## config.mk

```make
export PLATFORM = sky130hd
export DESIGN_NAME = hb_fault_supervisor
export DESIGN_NICKNAME = d
export VERILOG_FILES = /design/src/verilog/hb_fault_pkg.sv /design/src/verilog/pin_sync3.sv /design/src/verilog/fault_filter.sv /design/src/verilog/hb_fault_supervisor.sv
export SDC_FILE = /design/constraint.sdc
export NUM_CORES = 2
export LEC_CHECK = 0
export BUFFER_PORTS_ARGS = -buffer_cell sky130_fd_sc_hd__clkbuf_2
export CAP_MARGIN = 20
export CELL_PAD_IN_SITES_DETAIL_PLACEMENT = 0
export CELL_PAD_IN_SITES_GLOBAL_PLACEMENT = 1
export CORE_UTILIZATION = 50
export CTS_BUF_LIST = sky130_fd_sc_hd__clkbuf_2 sky130_fd_sc_hd__clkbuf_4 sky130_fd_sc_hd__clkbuf_8
export DETAILED_ROUTE_END_ITERATION = 12
export PLACE_DENSITY_LB_ADDON = 0.1
export SYNTH_ARGS = -nofsm -noshare
export SYNTH_HDL_FRONTEND = slang
export SYNTH_HIERARCHICAL = 1
export SYNTH_SLANG_ARGS = --single-unit
```

## constraint.sdc

```tcl
create_clock -name MCLK_IN -period 38 [get_ports MCLK_IN]
set_input_delay 3.8 -clock MCLK_IN [delete_from_list [all_inputs] [get_ports MCLK_IN]]
set_output_delay 3.8 -clock MCLK_IN [all_outputs]
set_load 0.01 [all_outputs]
```

## src/verilog/hb_fault_pkg.sv

```systemverilog
`default_nettype none

package hb_fault_pkg;

  localparam int NUM_BRIDGES = 12;
  localparam int CNT_W = 20;
  localparam int CLK_PERIOD_NS = 10;

  // On-state open-load filter time and its cycle count at the core clock.
  localparam int OL_FILTER_TIME_MS = 3;
  localparam logic [CNT_W-1:0] OL_FILTER_CYCLES = CNT_W'(OL_FILTER_TIME_MS * 1000000 / CLK_PERIOD_NS);

  // Low-threshold open-load filter time; no figure is given, so this is a plain default.
  localparam int OL_LOW_FILTER_TIME_US = 500;
  localparam logic [CNT_W-1:0] OL_LOW_FILTER_CYCLES = CNT_W'(OL_LOW_FILTER_TIME_US * 1000 / CLK_PERIOD_NS);

  // Overcurrent filter times, long (default) and short; plain defaults.
  localparam int OVERCURRENT_FILTER_SELECT_LONG_NS = 10000;
  localparam int OVERCURRENT_FILTER_SELECT_SHORT_NS = 5000;

  localparam logic [NUM_BRIDGES-1:0] FLAGS_RESET = 12'h000;

  // Analog sense group carried together through the pin synchroniser.
  typedef struct packed {
    logic fault_line;
    logic [NUM_BRIDGES-1:0] sd;
    logic [NUM_BRIDGES-1:0] warn;
    logic [NUM_BRIDGES-1:0] level;
    logic [NUM_BRIDGES-1:0] ls_ul_low;
    logic [NUM_BRIDGES-1:0] ls_ul;
    logic [NUM_BRIDGES-1:0] hs_ul;
    logic [NUM_BRIDGES-1:0] ls_oc;
    logic [NUM_BRIDGES-1:0] hs_oc;
  } sense_t;

  localparam int SENSE_W = $bits(sense_t);

endpackage : hb_fault_pkg

`default_nettype wire

```

## src/verilog/pin_sync3.sv

```systemverilog
`timescale 1ns/100ps
`default_nettype none

module pin_sync3 #(
  parameter int W = 1
) (
  input wire logic clk_in,
  input wire logic rst_in,
  input wire logic [W-1:0] async_in,
  output logic [W-1:0] stable_out
);

  logic [W-1:0] s1_q;
  logic [W-1:0] s2_q;
  logic [W-1:0] s3_q;
  logic [W-1:0] stable_q;

  always_ff @(posedge clk_in or posedge rst_in) begin
    if (rst_in) begin
      s1_q <= '0;
      s2_q <= '0;
      s3_q <= '0;
    end else begin
      s1_q <= async_in;
      s2_q <= s1_q;
      s3_q <= s2_q;
    end
  end

  // A bit is accepted only once the second and third stages agree.
  always_ff @(posedge clk_in or posedge rst_in) begin
    if (rst_in) begin
      stable_q <= '0;
    end else begin
      stable_q <= (s2_q & ~(s2_q ^ s3_q)) | (stable_q & (s2_q ^ s3_q));
    end
  end

  assign stable_out = stable_q;

endmodule : pin_sync3

`default_nettype wire

```

## src/verilog/fault_filter.sv

```systemverilog
`timescale 1ns/100ps
`default_nettype none

module fault_filter #(
  parameter int CW = 20
) (
  input wire logic clk_in,
  input wire logic rst_in,
  input wire logic cond_in,
  input wire logic [CW-1:0] limit_in,
  output logic confirmed_out
);

  logic [CW-1:0] cnt_q;

  // Any gap in the condition restarts the filter from zero.
  always_ff @(posedge clk_in or posedge rst_in) begin
    if (rst_in) begin
      cnt_q <= '0;
    end else if (!cond_in) begin
      cnt_q <= '0;
    end else if (cnt_q < limit_in) begin
      cnt_q <= cnt_q + CW'(1);
    end
  end

  assign confirmed_out = cond_in && (cnt_q >= limit_in);

endmodule : fault_filter

`default_nettype wire

```

## src/verilog/hb_fault_supervisor.sv

```systemverilog
`timescale 1ns/100ps
`default_nettype none

module hb_fault_supervisor
  import hb_fault_pkg::*;
#(
  parameter logic [CNT_W-1:0] OL_CYCLES = OL_FILTER_CYCLES,
  parameter logic [CNT_W-1:0] OL_LOW_CYCLES = OL_LOW_FILTER_CYCLES,
  parameter int OC_LONG_NS = OVERCURRENT_FILTER_SELECT_LONG_NS,
  parameter int OC_SHORT_NS = OVERCURRENT_FILTER_SELECT_SHORT_NS
) (
  input wire logic MCLK_IN,
  input wire logic RST_IN,
  input wire logic [NUM_BRIDGES-1:0] HIGH_SIDE_ENABLE_IN,
  input wire logic [NUM_BRIDGES-1:0] LOW_SIDE_ENABLE_IN,
  input wire logic [NUM_BRIDGES-1:0] BRIDGE_PWM_DRIVE_MODE_IN,
  input wire logic [NUM_BRIDGES-1:0] PWM_PHASE_ON_IN,
  input wire logic OVERCURRENT_ALERT_MASK_IN,
  input wire logic READ_CLEARS_FLAGS_IN,
  input wire logic STATUS_READ_IN,
  input wire logic CLEAR_FAULT_COMMAND_IN,
  input wire logic OVERCURRENT_TURNOFF_SLOW_IN,
  input wire logic OVERCURRENT_FILTER_SELECT_IN,
  input wire logic [NUM_BRIDGES-1:0] LOW_OPENLOAD_THRESHOLD_SELECT_IN,
  input wire logic OPENLOAD_FLAG_ONLY_IN,
  input wire logic OPENLOAD_ALERT_MASK_IN,
  input wire logic [NUM_BRIDGES-1:0] OPENLOAD_DETECT_DISABLE_IN,
  input wire logic THERMAL_WARNING_ALERT_ENABLE_IN,
  input wire logic [NUM_BRIDGES-1:0] PULLUP_ENABLE_IN,
  input wire logic [NUM_BRIDGES-1:0] PULLDOWN_ENABLE_IN,
  input wire logic [NUM_BRIDGES-1:0] HS_OVERCURRENT_IN,
  input wire logic [NUM_BRIDGES-1:0] LS_OVERCURRENT_IN,
  input wire logic [NUM_BRIDGES-1:0] HS_UNDERLOAD_IN,
  input wire logic [NUM_BRIDGES-1:0] LS_UNDERLOAD_IN,
  input wire logic [NUM_BRIDGES-1:0] LS_UNDERLOAD_LOW_IN,
  input wire logic [NUM_BRIDGES-1:0] OFFSTATE_COMPARE_IN,
  input wire logic [NUM_BRIDGES-1:0] THERMAL_WARNING_IN,
  input wire logic [NUM_BRIDGES-1:0] THERMAL_SHUTDOWN_IN,
  input wire logic FAULT_ALERT_N_IN,
  output logic FAULT_ALERT_N_OUT,
  output logic FAULT_ALERT_N_OE_N_OUT,
  output logic FAULT_LINE_LEVEL_OUT,
  output logic [NUM_BRIDGES-1:0] HS_GATE_OUT,
  output logic [NUM_BRIDGES-1:0] LS_GATE_OUT,
  output logic [NUM_BRIDGES-1:0] OC_SLOW_SLEW_OUT,
  output logic [NUM_BRIDGES-1:0] LS_LOW_OC_THRESHOLD_OUT,
  output logic [NUM_BRIDGES-1:0] PULLUP_OUT,
  output logic [NUM_BRIDGES-1:0] PULLDOWN_OUT,
  output logic [NUM_BRIDGES-1:0] HIGH_SIDE_OVERCURRENT_FLAG_OUT,
  output logic [NUM_BRIDGES-1:0] LOW_SIDE_OVERCURRENT_FLAG_OUT,
  output logic [NUM_BRIDGES-1:0] HS_OPENLOAD_FLAG_OUT,
  output logic [NUM_BRIDGES-1:0] LS_OPENLOAD_FLAG_OUT,
  output logic [NUM_BRIDGES-1:0] OFFSTATE_COMPARE_LEVEL_OUT,
  output logic THERMAL_WARNING_OUT,
  output logic [NUM_BRIDGES-1:0] THERMAL_SHUTDOWN_OUT
);

  localparam logic [CNT_W-1:0] OC_LONG_CYC = CNT_W'(OC_LONG_NS / CLK_PERIOD_NS);
  localparam logic [CNT_W-1:0] OC_SHORT_CYC = CNT_W'(OC_SHORT_NS / CLK_PERIOD_NS);

  //////////////////////////////////////////////////////////////////////////////
  // Pin synchronisation of the analog comparator outputs.

  sense_t sense_raw;
  sense_t sense;
  logic [SENSE_W-1:0] sense_bits;

  always_comb begin
    sense_raw.fault_line = FAULT_ALERT_N_IN;
    sense_raw.sd = THERMAL_SHUTDOWN_IN;
    sense_raw.warn = THERMAL_WARNING_IN;
    sense_raw.level = OFFSTATE_COMPARE_IN;
    sense_raw.ls_ul_low = LS_UNDERLOAD_LOW_IN;
    sense_raw.ls_ul = LS_UNDERLOAD_IN;
    sense_raw.hs_ul = HS_UNDERLOAD_IN;
    sense_raw.ls_oc = LS_OVERCURRENT_IN;
    sense_raw.hs_oc = HS_OVERCURRENT_IN;
  end

  pin_sync3 #(
    .W(SENSE_W)
  ) u_sync (
    .clk_in(MCLK_IN),
    .rst_in(RST_IN),
    .async_in(sense_raw),
    .stable_out(sense_bits)
  );

  assign sense = sense_t'(sense_bits);

  //////////////////////////////////////////////////////////////////////////////
  // Drive request and shutdown terms.

  logic clear_req;
  logic [NUM_BRIDGES-1:0] hs_oc_q;
  logic [NUM_BRIDGES-1:0] ls_oc_q;
  logic [NUM_BRIDGES-1:0] hs_ol_q;
  logic [NUM_BRIDGES-1:0] ls_ol_q;
  logic [NUM_BRIDGES-1:0] sd_flag_q;
  logic warn_flag_q;
  logic [NUM_BRIDGES-1:0] drive_hs;
  logic [NUM_BRIDGES-1:0] drive_ls;
  logic [NUM_BRIDGES-1:0] oc_off;
  logic [NUM_BRIDGES-1:0] bridge_off;
  logic [NUM_BRIDGES-1:0] hs_oc_conf;
  logic [NUM_BRIDGES-1:0] ls_oc_conf;
  logic [NUM_BRIDGES-1:0] hs_ol_cond;
  logic [NUM_BRIDGES-1:0] ls_ol_cond;
  logic [NUM_BRIDGES-1:0] hs_ol_conf;
  logic [NUM_BRIDGES-1:0] ls_ol_conf;
  logic [NUM_BRIDGES-1:0] hs_gate_q;
  logic [NUM_BRIDGES-1:0] ls_gate_q;
  logic [NUM_BRIDGES-1:0] slow_slew_q;
  logic [NUM_BRIDGES-1:0] low_oc_th_q;
  logic [NUM_BRIDGES-1:0] pullup_q;
  logic [NUM_BRIDGES-1:0] pulldown_q;
  logic [NUM_BRIDGES-1:0] level_q;
  logic alert_oe_n_q;
  logic alert_d;

  assign clear_req = CLEAR_FAULT_COMMAND_IN | (STATUS_READ_IN & READ_CLEARS_FLAGS_IN);

  // Both enables high leaves the bridge floating; in PWM mode the driving
  // side only conducts during the on phase.
  assign drive_hs = HIGH_SIDE_ENABLE_IN & ~LOW_SIDE_ENABLE_IN & (~BRIDGE_PWM_DRIVE_MODE_IN | PWM_PHASE_ON_IN);
  assign drive_ls = LOW_SIDE_ENABLE_IN & ~HIGH_SIDE_ENABLE_IN & (~BRIDGE_PWM_DRIVE_MODE_IN | PWM_PHASE_ON_IN);

  // The latched flag, not the live comparator, holds the bridge off, so a
  // bridge cannot restart on its own after the short disappears.
  assign oc_off = hs_oc_q | ls_oc_q;
  assign bridge_off = oc_off | ((hs_ol_q | ls_ol_q) & {NUM_BRIDGES{~OPENLOAD_FLAG_ONLY_IN}})
                      | sense.sd;

  // Detection only while the stage really conducts.
  assign hs_ol_cond = drive_hs & ~bridge_off & ~OPENLOAD_DETECT_DISABLE_IN & sense.hs_ul;
  assign ls_ol_cond = drive_ls & ~bridge_off & ~OPENLOAD_DETECT_DISABLE_IN
                      & ((LOW_OPENLOAD_THRESHOLD_SELECT_IN & sense.ls_ul_low)
                      | (~LOW_OPENLOAD_THRESHOLD_SELECT_IN & sense.ls_ul));

  //////////////////////////////////////////////////////////////////////////////
  // Per-bridge filters.

  genvar gi;
  generate
    for (gi = 0; gi < NUM_BRIDGES; gi++) begin : g_bridge
      logic [CNT_W-1:0] oc_limit;
      logic [CNT_W-1:0] ls_ol_limit;

      assign oc_limit = OVERCURRENT_FILTER_SELECT_IN ? OC_SHORT_CYC : OC_LONG_CYC;
      assign ls_ol_limit = LOW_OPENLOAD_THRESHOLD_SELECT_IN[gi] ? OL_LOW_CYCLES : OL_CYCLES;

      fault_filter #(.CW(CNT_W)) u_hs_oc (
        .clk_in(MCLK_IN),
        .rst_in(RST_IN),
        .cond_in(sense.hs_oc[gi]),
        .limit_in(oc_limit),
        .confirmed_out(hs_oc_conf[gi])
      );

      fault_filter #(.CW(CNT_W)) u_ls_oc (
        .clk_in(MCLK_IN),
        .rst_in(RST_IN),
        .cond_in(sense.ls_oc[gi]),
        .limit_in(oc_limit),
        .confirmed_out(ls_oc_conf[gi])
      );

      fault_filter #(.CW(CNT_W)) u_hs_ol (
        .clk_in(MCLK_IN),
        .rst_in(RST_IN),
        .cond_in(hs_ol_cond[gi]),
        .limit_in(OL_CYCLES),
        .confirmed_out(hs_ol_conf[gi])
      );

      fault_filter #(.CW(CNT_W)) u_ls_ol (
        .clk_in(MCLK_IN),
        .rst_in(RST_IN),
        .cond_in(ls_ol_cond[gi]),
        .limit_in(ls_ol_limit),
        .confirmed_out(ls_ol_conf[gi])
      );
    end
  endgenerate

  //////////////////////////////////////////////////////////////////////////////
  // Latched status flags; a new event beats a clear in the same cycle.

  always_ff @(posedge MCLK_IN or posedge RST_IN) begin
    if (RST_IN) begin
      hs_oc_q <= FLAGS_RESET;
      ls_oc_q <= FLAGS_RESET;
    end else begin
      hs_oc_q <= hs_oc_conf | (hs_oc_q & {NUM_BRIDGES{~clear_req}});
      ls_oc_q <= ls_oc_conf | (ls_oc_q & {NUM_BRIDGES{~clear_req}});
    end
  end

  always_ff @(posedge MCLK_IN or posedge RST_IN) begin
    if (RST_IN) begin
      hs_ol_q <= FLAGS_RESET;
      ls_ol_q <= FLAGS_RESET;
    end else begin
      hs_ol_q <= hs_ol_conf | (hs_ol_q & {NUM_BRIDGES{~clear_req}});
      ls_ol_q <= ls_ol_conf | (ls_ol_q & {NUM_BRIDGES{~clear_req}});
    end
  end

  always_ff @(posedge MCLK_IN or posedge RST_IN) begin
    if (RST_IN) begin
      sd_flag_q <= FLAGS_RESET;
      warn_flag_q <= 1'b0;
    end else begin
      sd_flag_q <= sense.sd | (sd_flag_q & {NUM_BRIDGES{~clear_req}});
      warn_flag_q <= (|sense.warn) | (warn_flag_q & ~clear_req);
    end
  end

  //////////////////////////////////////////////////////////////////////////////
  // Output stage control. Enables are only read, never written here.

  always_ff @(posedge MCLK_IN or posedge RST_IN) begin
    if (RST_IN) begin
      hs_gate_q <= FLAGS_RESET;
      ls_gate_q <= FLAGS_RESET;
      slow_slew_q <= FLAGS_RESET;
      low_oc_th_q <= FLAGS_RESET;
    end else begin
      hs_gate_q <= drive_hs & ~bridge_off;
      ls_gate_q <= drive_ls & ~bridge_off;
      slow_slew_q <= oc_off & {NUM_BRIDGES{OVERCURRENT_TURNOFF_SLOW_IN}};
      low_oc_th_q <= LOW_OPENLOAD_THRESHOLD_SELECT_IN;
    end
  end

  always_ff @(posedge MCLK_IN or posedge RST_IN) begin
    if (RST_IN) begin
      pullup_q <= FLAGS_RESET;
      pulldown_q <= FLAGS_RESET;
      level_q <= FLAGS_RESET;
    end else begin
      pullup_q <= PULLUP_ENABLE_IN;
      pulldown_q <= PULLDOWN_ENABLE_IN;
      level_q <= sense.level;
    end
  end

  //////////////////////////////////////////////////////////////////////////////
  // Alert pin. Thermal terms follow the live sensors so the pin releases on
  // cooling even before software clears the thermal flags.

  assign alert_d = ((|oc_off) & ~OVERCURRENT_ALERT_MASK_IN)
                   | ((|(hs_ol_q | ls_ol_q)) & ~OPENLOAD_ALERT_MASK_IN)
                   | (|sense.sd)
                   | ((|sense.warn) & THERMAL_WARNING_ALERT_ENABLE_IN);

  always_ff @(posedge MCLK_IN or posedge RST_IN) begin
    if (RST_IN) begin
      alert_oe_n_q <= 1'b1;
    end else begin
      alert_oe_n_q <= ~alert_d;
    end
  end

  assign FAULT_ALERT_N_OUT = 1'b0;
  assign FAULT_ALERT_N_OE_N_OUT = alert_oe_n_q;
  assign FAULT_LINE_LEVEL_OUT = sense.fault_line;
  assign HS_GATE_OUT = hs_gate_q;
  assign LS_GATE_OUT = ls_gate_q;
  assign OC_SLOW_SLEW_OUT = slow_slew_q;
  assign LS_LOW_OC_THRESHOLD_OUT = low_oc_th_q;
  assign PULLUP_OUT = pullup_q;
  assign PULLDOWN_OUT = pulldown_q;
  assign HIGH_SIDE_OVERCURRENT_FLAG_OUT = hs_oc_q;
  assign LOW_SIDE_OVERCURRENT_FLAG_OUT = ls_oc_q;
  assign HS_OPENLOAD_FLAG_OUT = hs_ol_q;
  assign LS_OPENLOAD_FLAG_OUT = ls_ol_q;
  assign OFFSTATE_COMPARE_LEVEL_OUT = level_q;
  assign THERMAL_WARNING_OUT = warn_flag_q;
  assign THERMAL_SHUTDOWN_OUT = sd_flag_q;
endmodule : hb_fault_supervisor

`default_nettype wire

```

==> flow_summary.yaml <==
setup_path:
  path_class: "primary input to flip-flop"
  timing.critical_path.cells: "buf_4 -> clkinv_2 -> buf_4 -> inv_1 -> ha_1 -> nand4_1 -> nor4_1 -> o21ai_1 -> nand2_1 -> o311ai_0 -> o41ai_1"
  rr_endpoint: "LS_OPENLOAD_FLAG_OUT[3]"
  r2r_slack_ps: 34170
  required_ps: 38870
  crit_fanout: 40
  critPathCaptureType: "flip-flop"
  crit_path_max_incr_delay_ps: 730
  reg2reg_depth: 6
  critPathLaunch: "OVERCURRENT_FILTER_SELECT_IN"
  start_kind: "primary input"
  critPathMostFrequentCell: "buf_4"
  cp.arrival_ps: 7350
  slowest_stage: "buf_4"
yosys:
  yosysSeqAreaShare_pct: 38.3
  ys_top_cells_by_area: "dfrtp_1 (38%), ha_1 (13%), a21oi_1 (4.7%), nand2_1 (4.6%), inv_1 (4.4%)"
  syn_area_per_cell_um2: 9.24
  synth_area_leader_cell: "dfrtp_1"
  synth_edf_count: 0
  synthArstFlopShare_pct: 100
  synth_area_um2: 97700
  yosysUniqueCellTypes: 57
  syn_inst: 10600
  yosys_warnings: 6
  ys_ff_latch: 1494
  synth_ff_type: "dfrtp_1"
  synth.top_cell.area_share_pct: 38.2
die:
  start_util_pct: 50.5
  pin_count: 352
  core_area_um2: 193000
  die_h_um: 444
  row_count: 161
  dieArea_um2: 197000
  die_w_um: 444
route:
  drt-wirelength-per-cell_um: 17.5
  viasPerCell: 5.67
  drt-initial-drc-count: 4784
  vias: 81400
  wirelength_mm: 251
  drc: 0
  antenna_left: 0
  drt_first_pass_iters: 7
grt:
  top_usage_layer: "met2"
  grt_use_total_pct: 25.1
  grt_use_met2_pct: 42.8
  gr-usage-met1_pct: 32.1
  grt_pass1_vias: 78400
  met3_usage_pct: 2.95
  grt_max_degree: 83
  grt_pass1_wl_mm: 408
  overflow: 0
  antenna_found_initial: 8
finish:
  nets: 12900
  drive_above_1_share_pct: 11.6
  syn2layout_area_growth_pct: 12.3
  final_common_cell: "dfrtp_1"
  layout_common_cells: "dfrtp_1 (1493), nand2_1 (1206), inv_1 (1132)"
  final_cells: 14400
timing:
  tightestPinTransition_ps: 1070
  drv_slew: 0
  relSlewSlack_pct: 28.3
  skew_ps: 71.1
  hold_violations: 0
  rsz0062_at_grt: "false"
  clock.fmax_ghz: 0.154
  min_period_ps: 6470
  setup_viol: 0
  finalSetupTns_ps: 0
  finalCritPeriodShare_pct: 17.0
pwr:
  total_leakage_power_nw: 51.5
  power_density_nw_per_um2: 33.8
  worst_ir_drop_vdd_v: 0.0000337
worst_hold_path:
  worstHoldPathType: "flip-flop to flip-flop"
  holdPathStages: 0
  hold_end: "u_sync/s2_q[84]"
  min-delay-start: "u_sync/s1_q[84]"
clock_network:
  clkTransAtPathRegs_ps: 60
  cts_made_buffers: 300
  cts_tree: "done"
  ctsResizeCount: 0
  cts.sinks: 1494
  ctsHoldBuffers: 0
  htree_levels: 5
  root_buffer: "clkbuf_8"
  clk_latency_ps: 1040
  post_cts_buffers: 0
  clock_path_buffers: 4
place:
  hpwl_mm: 177
  dpl.cell_count: 13900
  gp_congestion: 0.839
  port_buffers: 350
flow_run:
  cap_violations: 0
outcome:
  outcome: "finished clean"
where the power goes:
part,leakage (nW),total (mW),switching (mW),internal (mW)
Combinational,28.6,0.308,0.207,0.102
Clock,3.23,1.71,0.720,0.993
Sequential,19.8,1.69,0.0518,1.64
cell usage after synthesis, types with 3 or more instances:
library cell / number
o21ai_0: 244
buf_6: 96
nor4_1: 158
nor4b_2: 8
nor3b_2: 5
nor3b_1: 12
a21oi_1: 920
maj3_2: 97
nand4_2: 96
and3_1: 236
buf_2: 100
nor2b_1: 3
o21ai_1: 48
o21ai_2: 58
nor3_1: 190
and4_1: 95
mux2i_1: 297
and2_2: 47
a2111oi_4: 10
or3_1: 149
nand3_1: 196
and3b_1: 3
o311ai_1: 47
buf_4: 143
a22oi_1: 47
dfrtp_1: 1493
or4_1: 385
clkbuf_1: 143
and4_4: 47
o41ai_1: 141
inv_1: 1135
a21o_1: 154
o31ai_1: 385
nand2_1: 1206
nand4_1: 384
nand2b_1: 397
o311ai_0: 141
nor4_2: 11
ha_1: 1008
o21a_1: 10
nor2_1: 218
through the flow:
| step | util, % | total power [mW] | area, um^2 | setup slack [ps] | hold WS (ps) |
|---|---|---|---|---|---|
| floorplan | - | 1.92 | 101000 | 23420 | 331 |
| global placement | 53.6 | 2.01 | 104000 | 30700 | 332 |
| detailed placement | 53.6 | 2.02 | 104000 | 30520 | 335 |
| CTS | 56.7 | 3.76 | 110000 | 31620 | 269 |
| global route | 56.7 | 3.88 | 110000 | 31330 | 289 |
| finish | 56.7 | 3.71 | 110000 | 31530 | 281 |
state kept, by name, indices dropped and copies added (netlist names), 97 cells and up, named ones only:
signal	cells
g_bridge.u_ls_oc/cnt_q	240
u_sync/s2_q	97
g_bridge.u_hs_oc/cnt_q	240
u_sync/s1_q	97
u_sync/s3_q	97
g_bridge.u_hs_ol/cnt_q	240
g_bridge.u_ls_ol/cnt_q	240
cell type report:
type | count | area, um^2
antenna | 6 | 15.0
clock buffer | 448 | 5720
clock inverter | 36 | 345
fill | 17300 | 83700
inverter | 1136 | 4280
multi-input combinational | 8259 | 56300
sequential | 1494 | 37400
tap | 2526 | 3160
timing repair buffer | 448 | 2510
worst max-delay path, delay by kind of cell:
family | cells | cell delay (ps)
compound gates | 3 | 640
simple gates | 3 | 1080
fa+ha+maj | 1 | 350
buf+inv | 4 | 1320
kinds of logic (layout without fill, tap and decap cells):
group	count (synthesis)	after routing	share of synthesized area, %
compound gates	2212	2212	14.6
buf+inv	1619	2068	7.64
other cells	2	799	0.00769
mux	297	297	3.04
simple gates	3852	3852	22.4
flops	1494	1494	38.3
fa+ha+maj	1105	1105	14.0
per-layer routing:
metal	routed length, um	vias to the layer above	share of wire (%)
met5	0	-	0
met4	9980	0	4.0
met3	8380	448	3.3
met2	123000	1442	49
met1	110000	39500	44
li1	-	40100	-
how the worst max path moves through the flow:
stage	to	slack [ps]
after floorplan	async pin	23420
after global placement	g_bridge[4].u_hs_oc/cnt_q[12]	30700
after detailed placement	g_bridge[2].u_hs_oc/cnt_q[12]	30520
after CTS	g_bridge[1].u_ls_oc/cnt_q[14]	31620
after global routing	g_bridge[2].u_ls_oc/cnt_q[8]	31330
final	g_bridge[1].u_ls_oc/cnt_q[14]	31530
(Power assumes the default switching activity.)
